### src/design/lmx_pkg.sv
// Package of constants and types for the LED matrix control register bank.
package lmx_pkg;
  localparam logic [7:0] OFS_CLOCK_SELECT = 8'h10;
  localparam logic [7:0] OFS_COL_EN_LOW = 8'h11;
  localparam logic [7:0] OFS_COL_EN_MID = 8'h12;
  localparam logic [7:0] OFS_COL_EN_HIGH = 8'h13;
  localparam logic [7:0] OFS_ROW_EN = 8'h14;
  localparam logic [7:0] OFS_BLANK_INTERVAL = 8'h15;
  localparam logic [7:0] OFS_STEP_UP = 8'h16;
  localparam logic [7:0] OFS_VISUAL = 8'h20;
  localparam logic [7:0] OFS_PWM_LEVEL = 8'h21;
  localparam logic [7:0] OFS_SCROLL_SPD_DIR = 8'h30;
  localparam logic [7:0] OFS_SCROLL_BLANK = 8'h31;
  localparam logic [7:0] OFS_SCROLL_WAIT = 8'h32;
  localparam logic [7:0] OFS_COL_HOLD_LOW = 8'h33;
  localparam logic [7:0] OFS_COL_HOLD_MID = 8'h34;
  localparam logic [7:0] OFS_COL_HOLD_HIGH = 8'h35;
  localparam logic [7:0] OFS_ROW_HOLD = 8'h36;
  localparam logic [7:0] OFS_EVENT_MASK = 8'h40;
  localparam logic [7:0] OFS_EVENT_LATCH = 8'h41;
  localparam logic [7:0] OFS_LIVE_COND = 8'h42;
  localparam logic [7:0] OFS_SCROLL_STEPS = 8'h43;
  localparam logic [7:0] OFS_REVISION = 8'hff;

  localparam logic [7:0] RST_CLOCK_SELECT = 8'h00;
  localparam logic [7:0] RST_COL_EN = 8'hff;
  localparam logic [7:0] RST_ROW_EN = 8'h1f;
  localparam logic [7:0] RST_STEP_UP = 8'h0a;
  localparam logic [7:0] RST_ZERO = 8'h00;
  localparam logic [7:0] RST_LIVE_COND = 8'h20;

  localparam logic [7:0] MSK_CLOCK_SELECT = 8'h1f;
  localparam logic [7:0] MSK_ROW = 8'h1f;
  localparam logic [7:0] MSK_BLANK = 8'h07;
  localparam logic [7:0] MSK_STEP_UP = 8'h8f;
  localparam logic [7:0] MSK_VISUAL = 8'h3f;
  localparam logic [7:0] MSK_SCROLL_WAIT = 8'h3f;
  localparam logic [7:0] MSK_COL_HOLD_MID = 8'h3f;
  localparam logic [7:0] MSK_LIVE_COND = 8'hef;
  localparam logic [7:0] MSK_STEPS = 8'h3f;
  localparam logic [7:0] MSK_REVISION = 8'h0f;

  localparam int EVT_SCROLL_DONE = 5;
  localparam int EVT_SCROLL_STEP = 4;
  localparam int RAMP_SLOPE_LSB = 2;
  localparam int RAMP_UNIT_CYCLES = 4;

  // Register-port request as seen from the serial front end.
  typedef struct packed {
    logic wr;
    logic rd;
    logic [7:0] addr;
    logic [7:0] wdata;
  } lmx_req_t;

  // Per-dot pattern word: dimming byte then slope/delay byte.
  typedef struct packed {
    logic [7:0] dimming;
    logic [7:0] slope_delay;
  } lmx_dot_t;

  typedef struct packed {
    logic step_up_ok_flag;
    logic row_short_flag;
    logic scroll_done_flag;
    logic scroll_step_flag;
    logic ref_short_flag;
    logic ref_open_flag;
    logic overtemp_flag;
    logic overvoltage_flag;
  } lmx_events_t;

  // Even byte address of a dot: two bytes per dot, five rows per column.
  function automatic logic [7:0] lmx_dot_addr(input logic [4:0] col, input logic [2:0] row);
    lmx_dot_addr = 8'((({3'h0, col} * 8'h05) + {5'h00, row}) << 1);
  endfunction : lmx_dot_addr
endpackage : lmx_pkg

### src/design/lmx_event_latch.sv
// Sticky event latch gated by the mask and cleared by a host read.
module lmx_event_latch (
  input wire logic clk,
  input wire logic rst_b,
  input wire logic [7:0] mask,
  input wire logic [7:0] events,
  input wire logic rd_clear,
  output logic [7:0] latch_ff
);
  import lmx_pkg::*;
  wire logic [7:0] set_bits = events & mask;
  wire logic [7:0] nxt_latch = (rd_clear ? 8'h00 : latch_ff) | set_bits;

  // A set arriving with the clearing read survives, so no event is lost.
  always_ff @(posedge clk or negedge rst_b) begin
    if (!rst_b) begin
      latch_ff <= RST_ZERO;
    end else begin
      latch_ff <= nxt_latch;
    end
  end

  mask_gate_a: assert property (@(posedge clk) disable iff (!rst_b)
    (latch_ff & ~$past(latch_ff) & ~$past(mask)) == 8'h00)
    else $error("latch bit set by a masked event");
  read_clear_a: assert property (@(posedge clk) disable iff (!rst_b)
    (rd_clear && ((events & mask) == 8'h00)) |=> (latch_ff == 8'h00))
    else $error("latch not cleared by read");
endmodule : lmx_event_latch

### src/design/lmx_dot_ramp.sv
// Brightness ramp of one dot toward its dimming byte at a slope-set rate.
module lmx_dot_ramp #(
  parameter int UNIT_CYCLES = lmx_pkg::RAMP_UNIT_CYCLES
) (
  input wire logic clk,
  input wire logic rst_b,
  input wire logic ramp_enable,
  input wire lmx_pkg::lmx_dot_t dot,
  output logic [7:0] level_ff
);
  import lmx_pkg::*;
  logic [7:0] tick_cnt_ff;
  wire logic [1:0] slope = dot.slope_delay[RAMP_SLOPE_LSB +: 2];
  // Larger slope means more cycles per step, so slope 1 ramps fastest.
  wire logic [7:0] step_period = 8'(slope * UNIT_CYCLES);
  wire logic tick = (tick_cnt_ff + 8'h01 >= step_period);
  wire logic direct = !ramp_enable || (slope == 2'h0);
  wire logic [7:0] nxt_level = direct ? dot.dimming :
    (tick && level_ff < dot.dimming) ? level_ff + 8'h01 :
    (tick && level_ff > dot.dimming) ? level_ff - 8'h01 : level_ff;

  always_ff @(posedge clk or negedge rst_b) begin
    if (!rst_b) begin
      tick_cnt_ff <= 8'h00;
      level_ff <= 8'h00;
    end else begin
      tick_cnt_ff <= (tick || direct) ? 8'h00 : tick_cnt_ff + 8'h01;
      level_ff <= nxt_level;
    end
  end

  ramp_step_a: assert property (@(posedge clk) disable iff (!rst_b)
    (!direct && $stable(dot) && $stable(ramp_enable)) |=>
      (level_ff - $past(level_ff) <= 8'h01) || ($past(level_ff) - level_ff <= 8'h01))
    else $error("ramp moved more than one step");
  direct_level_a: assert property (@(posedge clk) disable iff (!rst_b)
    direct |=> (level_ff == $past(dot.dimming)))
    else $error("dot level does not follow dimming byte");
endmodule : lmx_dot_ramp

### src/design/lmx_ctrl_regs.sv
// Control and status register bank of the 5x24 LED matrix driver.
module lmx_ctrl_regs #(
  parameter logic [3:0] REVISION = 4'h3, // Arbitrary value.
  parameter int RAMP_UNIT = lmx_pkg::RAMP_UNIT_CYCLES
) (
  input wire logic clk,
  input wire logic rst_b,
  input wire lmx_pkg::lmx_req_t req,
  input wire lmx_pkg::lmx_events_t events,
  input wire logic matrix_enable,
  input wire logic [7:0] live_in,
  input wire logic [5:0] step_count_in,
  input wire lmx_pkg::lmx_dot_t dot_in,
  output logic [7:0] rdata_ff,
  output logic [7:0] latch_out_ff,
  output logic [4:0] clock_cfg_ff,
  output logic [23:0] column_driver_on_ff,
  output logic [4:0] row_driver_on_ff,
  output logic [2:0] blank_interval_code_ff,
  output logic step_up_enable_ff,
  output logic [3:0] step_up_voltage_code_ff,
  output logic [5:0] visual_ff,
  output logic [7:0] pwm_level_ff,
  output logic [5:0] scroll_speed_ff,
  output logic [1:0] scroll_direction_ff,
  output logic [2:0] blank_row_count_ff,
  output logic [4:0] blank_column_count_ff,
  output logic [5:0] scroll_wait_ff,
  output logic [23:0] column_hold_ff,
  output logic [4:0] row_hold_ff,
  output logic [7:0] dot_level_ff,
  output logic [7:0] dot_addr_ff
);
  import lmx_pkg::*;

  logic rst_sync1_ff;
  logic rst_sync2_ff;
  wire logic rst_i_b = rst_sync2_ff;

  always_ff @(posedge clk or negedge rst_b) begin
    if (!rst_b) begin
      rst_sync1_ff <= 1'b0;
      rst_sync2_ff <= 1'b0;
    end else begin
      rst_sync1_ff <= 1'b1;
      rst_sync2_ff <= rst_sync1_ff;
    end
  end

  logic [7:0] clock_sel_ff;
  logic [7:0] col_en_ff [3];
  logic [7:0] row_en_ff;
  logic [7:0] blank_ff;
  logic [7:0] step_up_ff;
  logic [7:0] visual_reg_ff;
  logic [7:0] pwm_ff;
  logic [7:0] scroll_sd_ff;
  logic [7:0] scroll_blank_ff;
  logic [7:0] wait_ff;
  logic [7:0] col_hold_ff [3];
  logic [7:0] row_hold_reg_ff;
  logic [7:0] mask_ff;
  logic [7:0] live_ff;
  logic [7:0] steps_ff;
  logic [7:0] latch_q;
  logic [7:0] ramp_level;

  wire logic wr = req.wr && !req.rd;
  wire logic rd = req.rd;
  wire logic [7:0] wd = req.wdata;
  function automatic logic hit(input logic [7:0] a, input logic [7:0] ofs);
    hit = (a == ofs);
  endfunction : hit

  wire logic [1:0] col_en_idx = 2'(req.addr - OFS_COL_EN_LOW);
  wire logic [1:0] col_hold_idx = 2'(req.addr - OFS_COL_HOLD_LOW);
  wire logic col_en_hit = (req.addr >= OFS_COL_EN_LOW) && (req.addr <= OFS_COL_EN_HIGH);
  wire logic col_hold_hit = (req.addr >= OFS_COL_HOLD_LOW) && (req.addr <= OFS_COL_HOLD_HIGH);
  wire logic latch_read = rd && hit(req.addr, OFS_EVENT_LATCH);
  wire logic [7:0] hold_mask = (col_hold_idx == 2'h1) ? MSK_COL_HOLD_MID : 8'hff;

  // Scroll done is seen in status and in the latch; the step event has no live bit.
  wire logic [7:0] nxt_live = live_in & MSK_LIVE_COND;
  wire logic [7:0] nxt_rdata =
    hit(req.addr, OFS_CLOCK_SELECT) ? clock_sel_ff :
    col_en_hit ? col_en_ff[col_en_idx] :
    hit(req.addr, OFS_ROW_EN) ? row_en_ff :
    hit(req.addr, OFS_BLANK_INTERVAL) ? blank_ff :
    hit(req.addr, OFS_STEP_UP) ? step_up_ff :
    hit(req.addr, OFS_VISUAL) ? visual_reg_ff :
    hit(req.addr, OFS_PWM_LEVEL) ? pwm_ff :
    hit(req.addr, OFS_SCROLL_SPD_DIR) ? scroll_sd_ff :
    hit(req.addr, OFS_SCROLL_WAIT) ? wait_ff :
    col_hold_hit ? col_hold_ff[col_hold_idx] :
    hit(req.addr, OFS_ROW_HOLD) ? row_hold_reg_ff :
    hit(req.addr, OFS_EVENT_MASK) ? mask_ff :
    hit(req.addr, OFS_EVENT_LATCH) ? latch_q :
    hit(req.addr, OFS_LIVE_COND) ? live_ff :
    hit(req.addr, OFS_SCROLL_STEPS) ? steps_ff :
    hit(req.addr, OFS_REVISION) ? ({4'h0, REVISION} & MSK_REVISION) :
    8'h00; // Write-only and unmapped addresses read as zero.

  // Writes to the clock register are accepted only while the matrix is off.
  wire logic clock_wr_ok = wr && hit(req.addr, OFS_CLOCK_SELECT) && !matrix_enable;

  always_ff @(posedge clk or negedge rst_i_b) begin
    if (!rst_i_b) begin
      clock_sel_ff <= RST_CLOCK_SELECT;
      row_en_ff <= RST_ROW_EN;
      blank_ff <= RST_ZERO;
      step_up_ff <= RST_STEP_UP;
      visual_reg_ff <= RST_ZERO;
      pwm_ff <= RST_ZERO;
    end else begin
      if (clock_wr_ok) clock_sel_ff <= wd & MSK_CLOCK_SELECT;
      if (wr && hit(req.addr, OFS_ROW_EN)) row_en_ff <= wd & MSK_ROW;
      if (wr && hit(req.addr, OFS_BLANK_INTERVAL)) blank_ff <= wd & MSK_BLANK;
      if (wr && hit(req.addr, OFS_STEP_UP)) step_up_ff <= wd & MSK_STEP_UP;
      if (wr && hit(req.addr, OFS_VISUAL)) visual_reg_ff <= wd & MSK_VISUAL;
      if (wr && hit(req.addr, OFS_PWM_LEVEL)) pwm_ff <= wd;
    end
  end

  always_ff @(posedge clk or negedge rst_i_b) begin
    if (!rst_i_b) begin
      col_en_ff <= '{RST_COL_EN, RST_COL_EN, RST_COL_EN};
    end else if (wr && col_en_hit) begin
      col_en_ff[col_en_idx] <= wd;
    end
  end

  // The host is trusted to leave the scroll registers here alone while a scroll runs; the event mask has no such rule.
  always_ff @(posedge clk or negedge rst_i_b) begin
    if (!rst_i_b) begin
      scroll_sd_ff <= RST_ZERO;
      scroll_blank_ff <= RST_ZERO;
      wait_ff <= RST_ZERO;
      col_hold_ff <= '{RST_ZERO, RST_ZERO, RST_ZERO};
      row_hold_reg_ff <= RST_ZERO;
      mask_ff <= RST_ZERO;
    end else begin
      if (wr && hit(req.addr, OFS_SCROLL_SPD_DIR)) scroll_sd_ff <= wd;
      if (wr && hit(req.addr, OFS_SCROLL_BLANK)) scroll_blank_ff <= wd;
      if (wr && hit(req.addr, OFS_SCROLL_WAIT)) wait_ff <= wd & MSK_SCROLL_WAIT;
      if (wr && col_hold_hit) col_hold_ff[col_hold_idx] <= wd & hold_mask;
      if (wr && hit(req.addr, OFS_ROW_HOLD)) row_hold_reg_ff <= wd & MSK_ROW;
      if (wr && hit(req.addr, OFS_EVENT_MASK)) mask_ff <= wd;
    end
  end

  always_ff @(posedge clk or negedge rst_i_b) begin
    if (!rst_i_b) begin
      live_ff <= RST_LIVE_COND;
      steps_ff <= RST_ZERO;
      rdata_ff <= RST_ZERO;
    end else begin
      live_ff <= nxt_live;
      steps_ff <= {2'h0, step_count_in} & MSK_STEPS;
      if (rd) rdata_ff <= nxt_rdata;
    end
  end

  lmx_event_latch u_latch (
    .clk(clk),
    .rst_b(rst_i_b),
    .mask(mask_ff),
    .events(events),
    .rd_clear(latch_read),
    .latch_ff(latch_q)
  );

  lmx_dot_ramp #(.UNIT_CYCLES(RAMP_UNIT)) u_ramp (
    .clk(clk),
    .rst_b(rst_i_b),
    .ramp_enable(visual_reg_ff[3]),
    .dot(dot_in),
    .level_ff(ramp_level)
  );

  // Register copies of the fields feed the display logic directly.
  always_ff @(posedge clk or negedge rst_i_b) begin
    if (!rst_i_b) begin
      latch_out_ff <= RST_ZERO;
      clock_cfg_ff <= 5'h00;
      column_driver_on_ff <= {RST_COL_EN, RST_COL_EN, RST_COL_EN};
      row_driver_on_ff <= 5'h1f;
      blank_interval_code_ff <= 3'h0;
      step_up_enable_ff <= 1'b0;
      step_up_voltage_code_ff <= 4'ha;
      visual_ff <= 6'h00;
      pwm_level_ff <= 8'h00;
      scroll_speed_ff <= 6'h00;
      scroll_direction_ff <= 2'h0;
      blank_row_count_ff <= 3'h0;
      blank_column_count_ff <= 5'h00;
      scroll_wait_ff <= 6'h00;
      column_hold_ff <= 24'h000000;
      row_hold_ff <= 5'h00;
      dot_level_ff <= 8'h00;
      dot_addr_ff <= 8'h00;
    end else begin
      latch_out_ff <= latch_q;
      clock_cfg_ff <= clock_sel_ff[4:0];
      column_driver_on_ff <= {col_en_ff[2], col_en_ff[1], col_en_ff[0]};
      row_driver_on_ff <= row_en_ff[4:0];
      blank_interval_code_ff <= blank_ff[2:0];
      step_up_enable_ff <= step_up_ff[7];
      step_up_voltage_code_ff <= step_up_ff[3:0];
      visual_ff <= visual_reg_ff[5:0];
      pwm_level_ff <= pwm_ff;
      scroll_speed_ff <= scroll_sd_ff[7:2];
      scroll_direction_ff <= scroll_sd_ff[1:0];
      blank_row_count_ff <= scroll_blank_ff[7:5];
      blank_column_count_ff <= scroll_blank_ff[4:0];
      scroll_wait_ff <= wait_ff[5:0];
      column_hold_ff <= {col_hold_ff[2], col_hold_ff[1], col_hold_ff[0]};
      row_hold_ff <= row_hold_reg_ff[4:0];
      dot_level_ff <= ramp_level;
      // Dot address from column and row carried on the slope/delay byte.
      dot_addr_ff <= lmx_dot_addr(dot_in.slope_delay[4:0], dot_in.slope_delay[7:5]);
    end
  end

  clock_lock_a: assert property (@(posedge clk) disable iff (!rst_i_b)
    (wr && hit(req.addr, OFS_CLOCK_SELECT) && matrix_enable) |=> $stable(clock_sel_ff))
    else $error("clock register changed while matrix enabled");
  row_reserved_a: assert property (@(posedge clk) disable iff (!rst_i_b)
    row_en_ff[7:5] == 3'h0 && blank_ff[7:3] == 5'h00 && step_up_ff[6:4] == 3'h0)
    else $error("reserved bits not zero");
  wo_read_zero_a: assert property (@(posedge clk) disable iff (!rst_i_b)
    (rd && hit(req.addr, OFS_SCROLL_BLANK)) |=> (rdata_ff == 8'h00))
    else $error("write-only register read back");
  rev_read_a: assert property (@(posedge clk) disable iff (!rst_i_b)
    (rd && hit(req.addr, OFS_REVISION)) |=> (rdata_ff == {4'h0, REVISION}))
    else $error("revision read wrong");
  pwm_write_a: assert property (@(posedge clk) disable iff (!rst_i_b)
    (wr && hit(req.addr, OFS_PWM_LEVEL)) |=> ##1 (pwm_level_ff == $past(wd, 2)))
    else $error("pwm level not taken");
  col_en_write_a: assert property (@(posedge clk) disable iff (!rst_i_b)
    (wr && hit(req.addr, OFS_COL_EN_MID)) |=> ##1 (column_driver_on_ff[15:8] == $past(wd, 2)))
    else $error("column enable write lost");
  live_no_step_a: assert property (@(posedge clk) disable iff (!rst_i_b)
    live_ff[EVT_SCROLL_STEP] == 1'b0)
    else $error("status has a step bit");
  step_up_a: assert property (@(posedge clk) disable iff (!rst_i_b)
    (wr && hit(req.addr, OFS_STEP_UP)) |=> ##1
      (step_up_enable_ff == $past(wd[7], 2) && step_up_voltage_code_ff == $past(wd[3:0], 2)))
    else $error("step-up control write lost");

  // A write lands in the register at once and in the output copy one edge later.
  row_write_a: assert property (@(posedge clk) disable iff (!rst_i_b)
    (wr && hit(req.addr, OFS_ROW_EN)) |=> (row_en_ff == {3'h0, $past(wd[4:0])}))
    else $error("row enable write wrong");
  blank_write_a: assert property (@(posedge clk) disable iff (!rst_i_b)
    (wr && hit(req.addr, OFS_BLANK_INTERVAL)) |=> (blank_ff == {5'h00, $past(wd[2:0])}))
    else $error("blanking code write wrong");
  visual_write_a: assert property (@(posedge clk) disable iff (!rst_i_b)
    (wr && hit(req.addr, OFS_VISUAL)) |=> ##1 (visual_ff == $past(wd[5:0], 2)))
    else $error("visual control write lost");
  scroll_write_a: assert property (@(posedge clk) disable iff (!rst_i_b)
    (wr && hit(req.addr, OFS_SCROLL_SPD_DIR)) |=> ##1
      (scroll_speed_ff == $past(wd[7:2], 2) && scroll_direction_ff == $past(wd[1:0], 2)))
    else $error("scroll speed write lost");
  blank_count_a: assert property (@(posedge clk) disable iff (!rst_i_b)
    (wr && hit(req.addr, OFS_SCROLL_BLANK)) |=> ##1
      (blank_row_count_ff == $past(wd[7:5], 2) && blank_column_count_ff == $past(wd[4:0], 2)))
    else $error("blank count write lost");
  wait_write_a: assert property (@(posedge clk) disable iff (!rst_i_b)
    (wr && hit(req.addr, OFS_SCROLL_WAIT)) |=> ##1 (scroll_wait_ff == $past(wd[5:0], 2)))
    else $error("scroll wait write lost");
  hold_mid_a: assert property (@(posedge clk) disable iff (!rst_i_b)
    (wr && hit(req.addr, OFS_COL_HOLD_MID)) |=> ##1
      (column_hold_ff[15:8] == {2'h0, $past(wd[5:0], 2)}))
    else $error("column hold write wrong");
  row_hold_a: assert property (@(posedge clk) disable iff (!rst_i_b)
    (wr && hit(req.addr, OFS_ROW_HOLD)) |=> ##1 (row_hold_ff == $past(wd[4:0], 2)))
    else $error("row hold write lost");
  mask_write_a: assert property (@(posedge clk) disable iff (!rst_i_b)
    (wr && hit(req.addr, OFS_EVENT_MASK)) |=> (mask_ff == $past(wd)))
    else $error("event mask write lost");
  latch_read_a: assert property (@(posedge clk) disable iff (!rst_i_b)
    (rd && hit(req.addr, OFS_EVENT_LATCH)) |=> (rdata_ff == $past(latch_q)))
    else $error("latch read wrong");
  latch_copy_a: assert property (@(posedge clk) disable iff (!rst_i_b)
    1'b1 |=> (latch_out_ff == $past(latch_q)))
    else $error("latch copy wrong");
  live_follow_a: assert property (@(posedge clk) disable iff (!rst_i_b)
    1'b1 |=> (live_ff == {$past(live_in[7:5]), 1'b0, $past(live_in[3:0])}))
    else $error("status does not follow live conditions");
  steps_follow_a: assert property (@(posedge clk) disable iff (!rst_i_b)
    1'b1 |=> (steps_ff == {2'h0, $past(step_count_in)}))
    else $error("step count does not follow");
  dot_addr_a: assert property (@(posedge clk) disable iff (!rst_i_b)
    1'b1 |=> (dot_addr_ff == 8'(10 * $past(dot_in.slope_delay[4:0])
      + 2 * $past(dot_in.slope_delay[7:5]))))
    else $error("dot address wrong");
  col_en_low_a: assert property (@(posedge clk) disable iff (!rst_i_b)
    (wr && hit(req.addr, OFS_COL_EN_LOW)) |=> ##1 (column_driver_on_ff[7:0] == $past(wd, 2)))
    else $error("low column enable write lost");
  col_en_high_a: assert property (@(posedge clk) disable iff (!rst_i_b)
    (wr && hit(req.addr, OFS_COL_EN_HIGH)) |=> ##1 (column_driver_on_ff[23:16] == $past(wd, 2)))
    else $error("high column enable write lost");
  clock_write_a: assert property (@(posedge clk) disable iff (!rst_i_b)
    (wr && hit(req.addr, OFS_CLOCK_SELECT) && !matrix_enable) |=> ##1
      (clock_cfg_ff == $past(wd[4:0], 2)))
    else $error("clock register write lost");
  unmapped_read_a: assert property (@(posedge clk) disable iff (!rst_i_b)
    (rd && req.addr > OFS_SCROLL_STEPS && req.addr < OFS_REVISION) |=> (rdata_ff == 8'h00))
    else $error("unmapped read not zero");
endmodule : lmx_ctrl_regs

### config.mk
export PLATFORM = sky130hd
export DESIGN_NAME = lmx_ctrl_regs
export DESIGN_NICKNAME = d
export VERILOG_FILES = /design/src/design/lmx_pkg.sv /design/src/design/lmx_event_latch.sv /design/src/design/lmx_dot_ramp.sv /design/src/design/lmx_ctrl_regs.sv
export SDC_FILE = /design/constraint.sdc
export NUM_CORES = 1
export LEC_CHECK = 0
export BUFFER_PORTS_ARGS = -buffer_cell sky130_fd_sc_hd__buf_2
export CAP_MARGIN = 20
export CORE_ASPECT_RATIO = 2
export CORE_MARGIN = 3
export CORE_UTILIZATION = 44
export CTS_CLUSTER_DIAMETER = 100
export DETAILED_ROUTE_END_ITERATION = 16
export GPL_ROUTABILITY_DRIVEN = 0
export PLACE_DENSITY = 0.71
export REMOVE_ABC_BUFFERS = 1
export SLEW_MARGIN = 20
export SYNTH_ARGS = -nofsm -noshare
export SYNTH_HDL_FRONTEND = slang
export SYNTH_HIERARCHICAL = 1
export SYNTH_SLANG_ARGS = --single-unit
### constraint.sdc
create_clock -name clk -period 18.6 [get_ports clk]
set_input_delay 1.86 -clock clk [delete_from_list [all_inputs] [get_ports clk]]
set_output_delay 1.86 -clock clk [all_outputs]
set_load 0.005 [all_outputs]
==> impl_metrics.tcl, run 1 <==
set metrics [dict create \
    synth-edff-count 0 \
    cts.sinks 292 \
    holdWs_ns 0.3173 \
    hpwl_mm 23.66 \
    row_count 84 \
    drtIter0Drc 542 \
    ys_seq_area_frac 0.6157 \
    dp.cells 1434 \
    viasPerCell 5.639 \
    drt_wl_total_mm 32.61 \
    n_antenna_cell 0 \
    coreArea_sq_um 26590 \
    max_freq_mhz 213.2 \
    start_util 0.4511 \
    track_usage 0.2252 \
    grt_pass1_vias 8606 \
    async_flop_share 1.000 \
    drc 0 \
    tns_ns 0 \
    netlist_instances 919 \
    power.leakage_uw 0.007029 \
    postCtsSetupBuffers 0 \
    layout_common_cells "dfrtp_1 (228), buf_2 (195), mux2_2 (113), nand2_1 (74), dfstp_2 (63)" \
    wl_per_cell_um 22.03 \
    pwr_density_cell_nw_per_um2 93.16 \
    finalSetupViolations 0 \
    crit_required_ns 19.06 \
    syn_area_sq_um 12000 \
    critPathArrivalTime_ns 5.15 \
    ir_worst_vdd_mv 0.07857 \
    cts_buffers 25 \
    ys_types 83 \
    power_uw 1319 \
    syn_area_per_cell_sq_um 13.05 \
    die_area_sq_um 29400 \
    dr.pass1.iters 5 \
    cts_buffer_depth 3 \
    slew_headroom 0.2892 \
    setup_ws_ns 13.91 \
    final_common_cell "dfrtp_1" \
    ys_seq_elements 292 \
    outcome "finished, final reports clean" \
    synth_flop_cell "dfrtp_1" \
    portBuffers 195 \
    yosysWarningCount 6 \
    final_layout_size_suffix_gt1_frac 0.3926 \
    final.min_clock_period_ns 4.690 \
    nets 1216 \
    antenna_found_initial 5 \
    path_class "in -> reg" \
    maxCapViolCount 0 \
    drtAntennaViolNets 0 \
    io_pins 198 \
    hold_viol_final 0 \
    min_path_type "reg -> async" \
    fin_worst_skew_ns 0.02686 \
    syn_to_final_growth_pct 18.01 \
    post_cts_resized 0 \
    root_buffer "clkbuf_16" \
    rsz0062_at_grt "false" \
    min_period_over_period 0.2521 \
    dieWidth_um 122.8 \
    grt_overflow 0 \
    cts.reportedPaths.clkPinSlew_ns 0.07 \
    cp-end-kind "register" \
    grt_max_degree 88 \
    vias 8346 \
    preCtsSetupSlack_ns 13.38 \
    die_y_um 239.5 \
    worstMarginPinSlew_ns 1.058 \
    final_cell_count_no_fill 1480 \
    grt_pass1_wl_mm 50.01 \
    cts_tree "built" \
    drv_slew 0 \
    crit_path_max_fanout 9 \
    cts_hold_buffers 0 \
    htree_levels 1 \
    start_kind "input port" \
    clk_latency_ns 0.55 \
]
report_power, final:
part / total [uW] / internal, uW / switching [uW]
logic: 117 / 44.9 / 71.9
clock network: 525 / 289 / 236
registers: 676 / 661 / 15.5
total: 1320 / 995 / 324
path summary, 6_finish.rpt:
check	endpoint	cells past startpoint	slack [ns]	from
setup reg to reg	u_ramp/level_ff[6]	16	14.49	u_ramp/tick_cnt_ff[0]
setup / recovery	u_ramp/level_ff[6]	15	13.91	dot_in[2]
min in group clk	rst_i_b	0	0.35	rst_sync1_ff
max in group asynchronous	scroll_speed_ff[0]	1	16.85	rst_i_b
hold reg to reg	u_ramp/tick_cnt_ff[2]	0	0.32	rst_i_b
hold / removal	u_ramp/tick_cnt_ff[2]	0	0.32	rst_i_b
kinds of logic (layout without fill, tap and decap cells):
kind of cell    count (synthesis)  in the layout  share of synthesized area
xor+xnor                       17             17                    0.01241
flops                         292            292                     0.6157
simple gates                  201            201                    0.08960
mux                           130            130                     0.1204
buf+inv                        64            278                    0.02190
fa+ha+maj                      40             40                    0.04298
compound gates                172            172                    0.09607
other cells                     3              6                  0.0009387
registers in the layout, summed over array words and instances (netlist names), 24 cells and up:
signal	flops
col_hold_ff	24
col_en_ff	24
column_hold_ff	24
column_driver_on_ff	24
worst max-delay path, cell delays in order:
cell	delay, ns
buf_2	0.16
ha_1	0.30
nand2_1	0.06
nand2_1	0.06
a211oi_2	0.36
and4_2	0.33
nand2b_1	0.42
ha_1	0.38
a21o_1	0.20
a21oi_1	0.31
o21bai_1	0.14
a21oi_1	0.19
xnor2_1	0.13
a21oi_1	0.09
a21oi_1	0.15
Yosys cell counts, types with 7 or more instances:
| cell type | instances | share of area |
|---|---|---|
| o22ai_1 | 10 | 0.0052 |
| nor3_1 | 13 | 0.0054 |
| mux2_2 | 113 | 0.11 |
| o21ai_0 | 38 | 0.016 |
| dfrtp_1 | 229 | 0.48 |
| nand2b_1 | 9 | 0.0047 |
| nand2_1 | 74 | 0.023 |
| mux2i_1 | 16 | 0.013 |
| a31oi_1 | 8 | 0.0042 |
| and3_1 | 7 | 0.0037 |
| clkbuf_1 | 25 | 0.0078 |
| dfstp_2 | 63 | 0.14 |
| inv_1 | 29 | 0.0091 |
| nor2_1 | 31 | 0.0097 |
| nand3_1 | 15 | 0.0063 |
| xnor2_1 | 12 | 0.0088 |
| a21oi_1 | 44 | 0.018 |
| ha_1 | 38 | 0.040 |
final cells by class:
| cell class | count | area (sq um) |
|---|---|---|
| Clock buffer | 31 | 668.1 |
| Clock inverter | 15 | 157.7 |
| Fill cell | 2284 | 12430 |
| Inverter | 30 | 112.6 |
| Multi-Input combinational cell | 566 | 4362 |
| Sequential cell | 292 | 7390 |
| Tap cell | 344 | 430.4 |
| Timing Repair Buffer | 202 | 1036 |
routing by layer:
| layer | wire length [um] | share of wire | GRT usage |
|---|---|---|---|
| met5 | 57 | 0.0017 | 0 |
| met4 | 2095 | 0.064 | 0.1230 |
| met3 | 2041 | 0.063 | 0.04371 |
| met2 | 17640 | 0.54 | 0.4074 |
| met1 | 10770 | 0.33 | 0.2411 |
metrics by stage:
stage	utilization	area (sq um)
after floorplan	-	11860
after CTS	0.5320	14140
final	0.5324	14160
after global routing	0.5324	14160
after global placement	0.5009	13320
after detailed placement	0.5009	13320
Note: power is estimated with default switching activity, not from simulation.
==> inputs of run 2 (changes only) <==
Clock period 18.6 ns to 4.8 ns, I/O delays scaled along.
==> impl_metrics.tcl, run 2 (same netlist as run 1, synthesis figures left out) <==
set metrics [dict create \
    cts_buffer_depth 3 \
    reg2regPathDepth 15 \
    grt_overflow 0 \
    ir_worst_vdd_mv 0.2724 \
    coreArea_sq_um 26590 \
    final_common_cell "dfrtp_1" \
    wl_per_cell_um 21.71 \
    grt_pass1_vias 8657 \
    holdWs_ns 0.05532 \
    path_class "reg -> reg" \
    p_sw_uw 1228 \
    cts.sinks 292 \
    critPathArrivalTime_ns 4.42 \
    nets 1226 \
    hold_depth 1 \
    stdcell_area_sq_um 14220 \
    viasPerCell 5.560 \
    die_y_um 239.5 \
    post_cts_resized 0 \
    dr.pass1.iters 5 \
    grt_pass1_wl_mm 49.56 \
    drv_slew 0 \
    seqPwrFrac 0.519 \
    setup_ws_ns 0.8451 \
    cp-end-kind "register" \
    maxCapViolCount 0 \
    fin_worst_skew_ns 0.01157 \
    drt_wl_total_mm 32.33 \
    grt_max_degree 83 \
    crit_required_ns 5.27 \
    pwr_density_cell_nw_per_um2 355.1 \
    swShare 0.2433 \
    die_area_sq_um 29400 \
    hold_viol_final 0 \
    final.min_clock_period_ns 3.955 \
    preCtsSetupSlack_ns 0.9416 \
    r2r_start "u_ramp/tick_cnt_ff[0]" \
    slew_headroom 0.4324 \
    cts_tree "built" \
    htree_levels 1 \
    antenna_found_initial 4 \
    drtIter0Drc 569 \
    drc 0 \
    min_from "live_in[5]" \
    finalSetupViolations 0 \
    postCtsSetupBuffers 0 \
    portBuffers 195 \
    max_freq_mhz 252.8 \
    rsz0062_at_grt "false" \
    final_layout_size_suffix_gt1_frac 0.3930 \
    hpwl_mm 23.52 \
    min_path_type "in -> reg" \
    syn_to_final_growth_pct 18.55 \
    comb_power_share 0.090 \
    vias 8279 \
    root_buffer "clkbuf_16" \
    layout_common_cells "dfrtp_1 (228), buf_2 (195), mux2_2 (113), nand2_1 (74), dfstp_2 (63)" \
    min_to "live_ff[5]" \
    dieWidth_um 122.8 \
    cts.reportedPaths.clkPinSlew_ns 0.07 \
    row_count 84 \
    cts_buffers 25 \
    n_antenna_cell 0 \
    placed_area_sq_um 13400 \
    drtAntennaViolNets 0 \
    intPower_uw 3821 \
    worstMarginPinSlew_ns 0.8449 \
    track_usage 0.2220 \
    outcome "finished, final reports clean" \
    rrSetupSlack_ns 0.85 \
    io_pins 198 \
    p_clk_frac 0.390 \
    clk_latency_ns 0.53 \
    start_util 0.4511 \
    rr_endpoint "u_ramp/level_ff[7]" \
    power.leakage_uw 0.007053 \
    start_kind "register" \
    crit_path_max_fanout 9 \
    min_period_over_period 0.8239 \
    power_uw 5049 \
]
==> run 2: cell count changes in the layout (fill, tap and decap cells not counted), sizes merged <==
cell and change:
buf +9, clkinvlp +3, inv -6, clkbuf +1
dlygate4sd3 +1, clkinv +1
==> run 2: cell type report <==
cell class | instances | area, sq um
sequential | 292 | 7390
multi-input combinational | 566 | 4358
timing repair buffer | 212 | 1144
clock inverter | 13 | 133.9
tap | 344 | 430.4
inverter | 30 | 112.6
clock buffer | 32 | 651.9
fill | 2271 | 12370
==> run 2: worst max-delay path, cell delays in order, from the launching register on <==
cell      delay, ns
dfrtp_1        0.43
ha_1           0.28
xnor2_1        0.24
ha_1           0.26
nand2_1        0.07
nand2_1        0.07
a211oi_2       0.31
and4_2         0.33
nand2b_1       0.41
ha_1           0.37
a21oi_1        0.18
o22ai_1        0.10
nor2_1         0.21
o21ai_0        0.22
a32oi_1        0.25
o211a_1        0.18
==> run 2: repair_timing <==
item	CTS	global route
setup endpoints to repair	0	0
hold endpoints to repair	2	0
hold buffers	1	0
==> run 2: power groups by stage <==
stage	Clock, uW	Sequential (uW)	Combinational (uW)
6_report	1970	2620	457
5_1_grt	2100	2630	507
4_1_cts	2010	2630	450
3_5_place_dp	0	2670	447
3_3_place_gp	0	2670	438
2_1_floorplan	0	2680	219
==> run 2: layer usage <==
| metal | part of all wire | GRT usage | vias up | routed length [um] |
|---|---|---|---|---|
| li1 | - | - | 3691 | - |
| met1 | 0.34 | 0.2400 | 4109 | 11030 |
| met2 | 0.54 | 0.4059 | 355 | 17330 |
| met3 | 0.061 | 0.03521 | 116 | 1967 |
| met4 | 0.060 | 0.1193 | 8 | 1955 |
| met5 | 0.0015 | 0 | - | 48 |
==> run 2: stage by stage <==
| stage | util | cells | TNS [ns] |
|---|---|---|---|
| 6_report | 0.5348 | 1489 | 0 |
| 5_1_grt | 0.5348 | 1489 | 0 |
| 4_1_cts | 0.5337 | 1487 | 0 |
| 3_5_place_dp | 0.5038 | 1441 | 0 |
| 3_3_place_gp | 0.5038 | 1441 | 0 |
| 2_1_floorplan | - | 888 | -960.36 |
==> run 2: worst max path at each step <==
stage | start | to | slack, ns
2_1_floorplan | rst_i_b | blank_column_count_ff[0] | -3.83
3_3_place_gp | u_ramp/tick_cnt_ff[0] | u_ramp/level_ff[6] | 1.04
3_5_place_dp | u_ramp/tick_cnt_ff[0] | u_ramp/level_ff[7] | 0.94
4_1_cts | u_ramp/tick_cnt_ff[0] | u_ramp/level_ff[7] | 0.88
5_1_grt | u_ramp/tick_cnt_ff[0] | u_ramp/level_ff[7] | 0.57
6_report | u_ramp/tick_cnt_ff[0] | u_ramp/level_ff[7] | 0.85
==> inputs of run 3 (changes only) <==
Clock period 4.8 ns to 4.15 ns, I/O delays scaled along.
==> impl_metrics.tcl, run 3 (same netlist as run 1, synthesis figures left out) <==
set metrics [dict create \
    clk_latency_ns 0.53 \
    p_sw_uw 1406 \
    path_class "reg -> reg" \
    wl_per_cell_um 21.61 \
    row_count 84 \
    cts.sinks 292 \
    grt_pass1_wl_mm 49.56 \
    layout_common_cells "dfrtp_1 (228), buf_2 (195), mux2_2 (113), nand2_1 (74), dfstp_2 (63)" \
    die_area_sq_um 29400 \
    viasPerCell 5.565 \
    pwr_density_cell_nw_per_um2 419.6 \
    maxCapViolCount 0 \
    min_period_over_period 0.8955 \
    grt_pass1_vias 8757 \
    fin_worst_skew_ns 0.01143 \
    final_cell_count_no_fill 1505 \
    max_freq_mhz 269.1 \
    drv_slew 0 \
    portBuffers 195 \
    wl_met2_mm 17.60 \
    m1WireLength_mm 10.97 \
    outcome "finished, final reports clean" \
    syn_to_final_growth_pct 20.44 \
    final.min_clock_period_ns 3.716 \
    io_pins 198 \
    drt_wl_total_mm 32.53 \
    swShare 0.2320 \
    final_layout_size_suffix_gt1_frac 0.3948 \
    min_path_type "in -> reg" \
    rsz0062_at_grt "false" \
    ir_worst_vdd_mv 0.4065 \
    finalSetupViolations 0 \
    critPathArrivalTime_ns 4.09 \
    grt_max_degree 96 \
    drc 0 \
    antenna_found_initial 4 \
    die_y_um 239.5 \
    final_common_cell "dfrtp_1" \
    worstMarginPinSlew_ns 1.069 \
    cts.reportedPaths.clkPinSlew_ns 0.07 \
    cts_tree "built" \
    fill_cells 2199 \
    start_kind "register" \
    grt_overflow 0 \
    comb_power_share 0.088 \
    crit_required_ns 4.52 \
    vias 8375 \
    start_util 0.4511 \
    cp-end-kind "register" \
    root_buffer "clkbuf_16" \
    p_clk_frac 0.411 \
    nets 1241 \
    crit_path_max_fanout 9 \
    drtAntennaViolNets 0 \
    hpwl_mm 23.65 \
    seqPwrFrac 0.501 \
    cts_buffers 25 \
    dieWidth_um 122.8 \
    slew_headroom 0.2823 \
    dr.max_layer_used "met5" \
    dp.cells 1447 \
    cts_buffer_depth 3 \
    final_util 0.5433 \
    track_usage 0.2215 \
    dr.pass1.iters 5 \
    intPower_uw 4656 \
    htree_levels 1 \
    power.leakage_uw 0.007168 \
    coreArea_sq_um 26590 \
    met3_length_mm 2.015 \
    hold_viol_final 0 \
    drtIter0Drc 498 \
]
run 3: cell count changes in the layout (fill, tap and decap cells not counted), moves of 3 or more:
cell and change:
bufinv_16 +3, clkbuf_8 +3, dlygate4sd3_1 +11, clkinv_4 -3, buf_4 +5, clkbuf_1 -3
run 3: through the flow:
stage / power [uW] / hold slack (ns) / area, sq um / setup slack (ns) / setup TNS (ns)
finish: 6062 / 0.02331 / 14450 / 0.4338 / 0
global route: 6290 / 0.009219 / 14450 / 0.1078 / 0
CTS: 6120 / 0.006204 / 14440 / 0.3301 / 0
detailed placement: 3611 / 0.2039 / 13440 / 0.3598 / 0
global placement: 3596 / 0.2000 / 13440 / 0.4691 / 0
floorplan: 3354 / 0.1194 / 11860 / -4.480 / -1148.86
run 3: cell type report:
type                       instances  area [sq um]  area share
antenna                            1         2.502   0.0001732
clock buffer                      32         681.9     0.04720
clock inverter                    13         198.9     0.01377
inverter                          30         112.6    0.007794
multi-input combinational        566          4360      0.3018
sequential                       292          7390      0.5115
tap                              344         430.4     0.02979
timing repair buffer             227          1271     0.08799
run 3: worst paths after layout:
kind                                 endpoint  slack [ns]             startpoint  cells past startpoint
max                        u_ramp/level_ff[6]        0.43  u_ramp/tick_cnt_ff[0]                     16
min                               steps_ff[2]        0.02       step_count_in[2]                      1
max reg2reg                u_ramp/level_ff[6]        0.43  u_ramp/tick_cnt_ff[0]                     16
min reg2reg                           rst_i_b        0.35           rst_sync1_ff                      0
max in group asynchronous       col_en_ff[13]        2.57                rst_i_b                      1
min in group asynchronous             rst_i_b        0.20                  rst_b                      2
run 3: power by group through the flow:
stage	Combinational, uW	Clock (uW)	Sequential [uW]
after floorplan	253	0	3100
after global placement	510	0	3090
after detailed placement	524	0	3090
after CTS	535	2550	3040
after global routing	587	2660	3050
final	533	2490	3040
run 3: critical path, stage by stage, from the launching register on:
cell      delay (ns)
dfrtp_1         0.42
ha_1            0.27
xnor2_1         0.22
ha_1            0.26
nand2_1         0.06
nand2_1         0.07
a211oi_2        0.33
and4_2          0.32
nand2b_2        0.26
ha_1            0.32
a21o_1          0.20
a21oi_1         0.25
o21bai_1        0.12
a21oi_1         0.18
xnor2_1         0.08
a21oi_1         0.14
a21oi_1         0.05
run 3: repair_timing:
item | in CTS | in global routing
hold buffers | 12 | 0
endpoints found under the setup margin | 0 | 2
buffers inserted | 0 | 0
gates resized for setup | 0 | 1
hold endpoints to repair | 13 | 0
run 3: metal layers:
metal  vias up  track usage
met3       110      0.03615
met1      4186       0.2357
met5         -            0
met4         6       0.1145
li1       3717            -
met2       356       0.4104
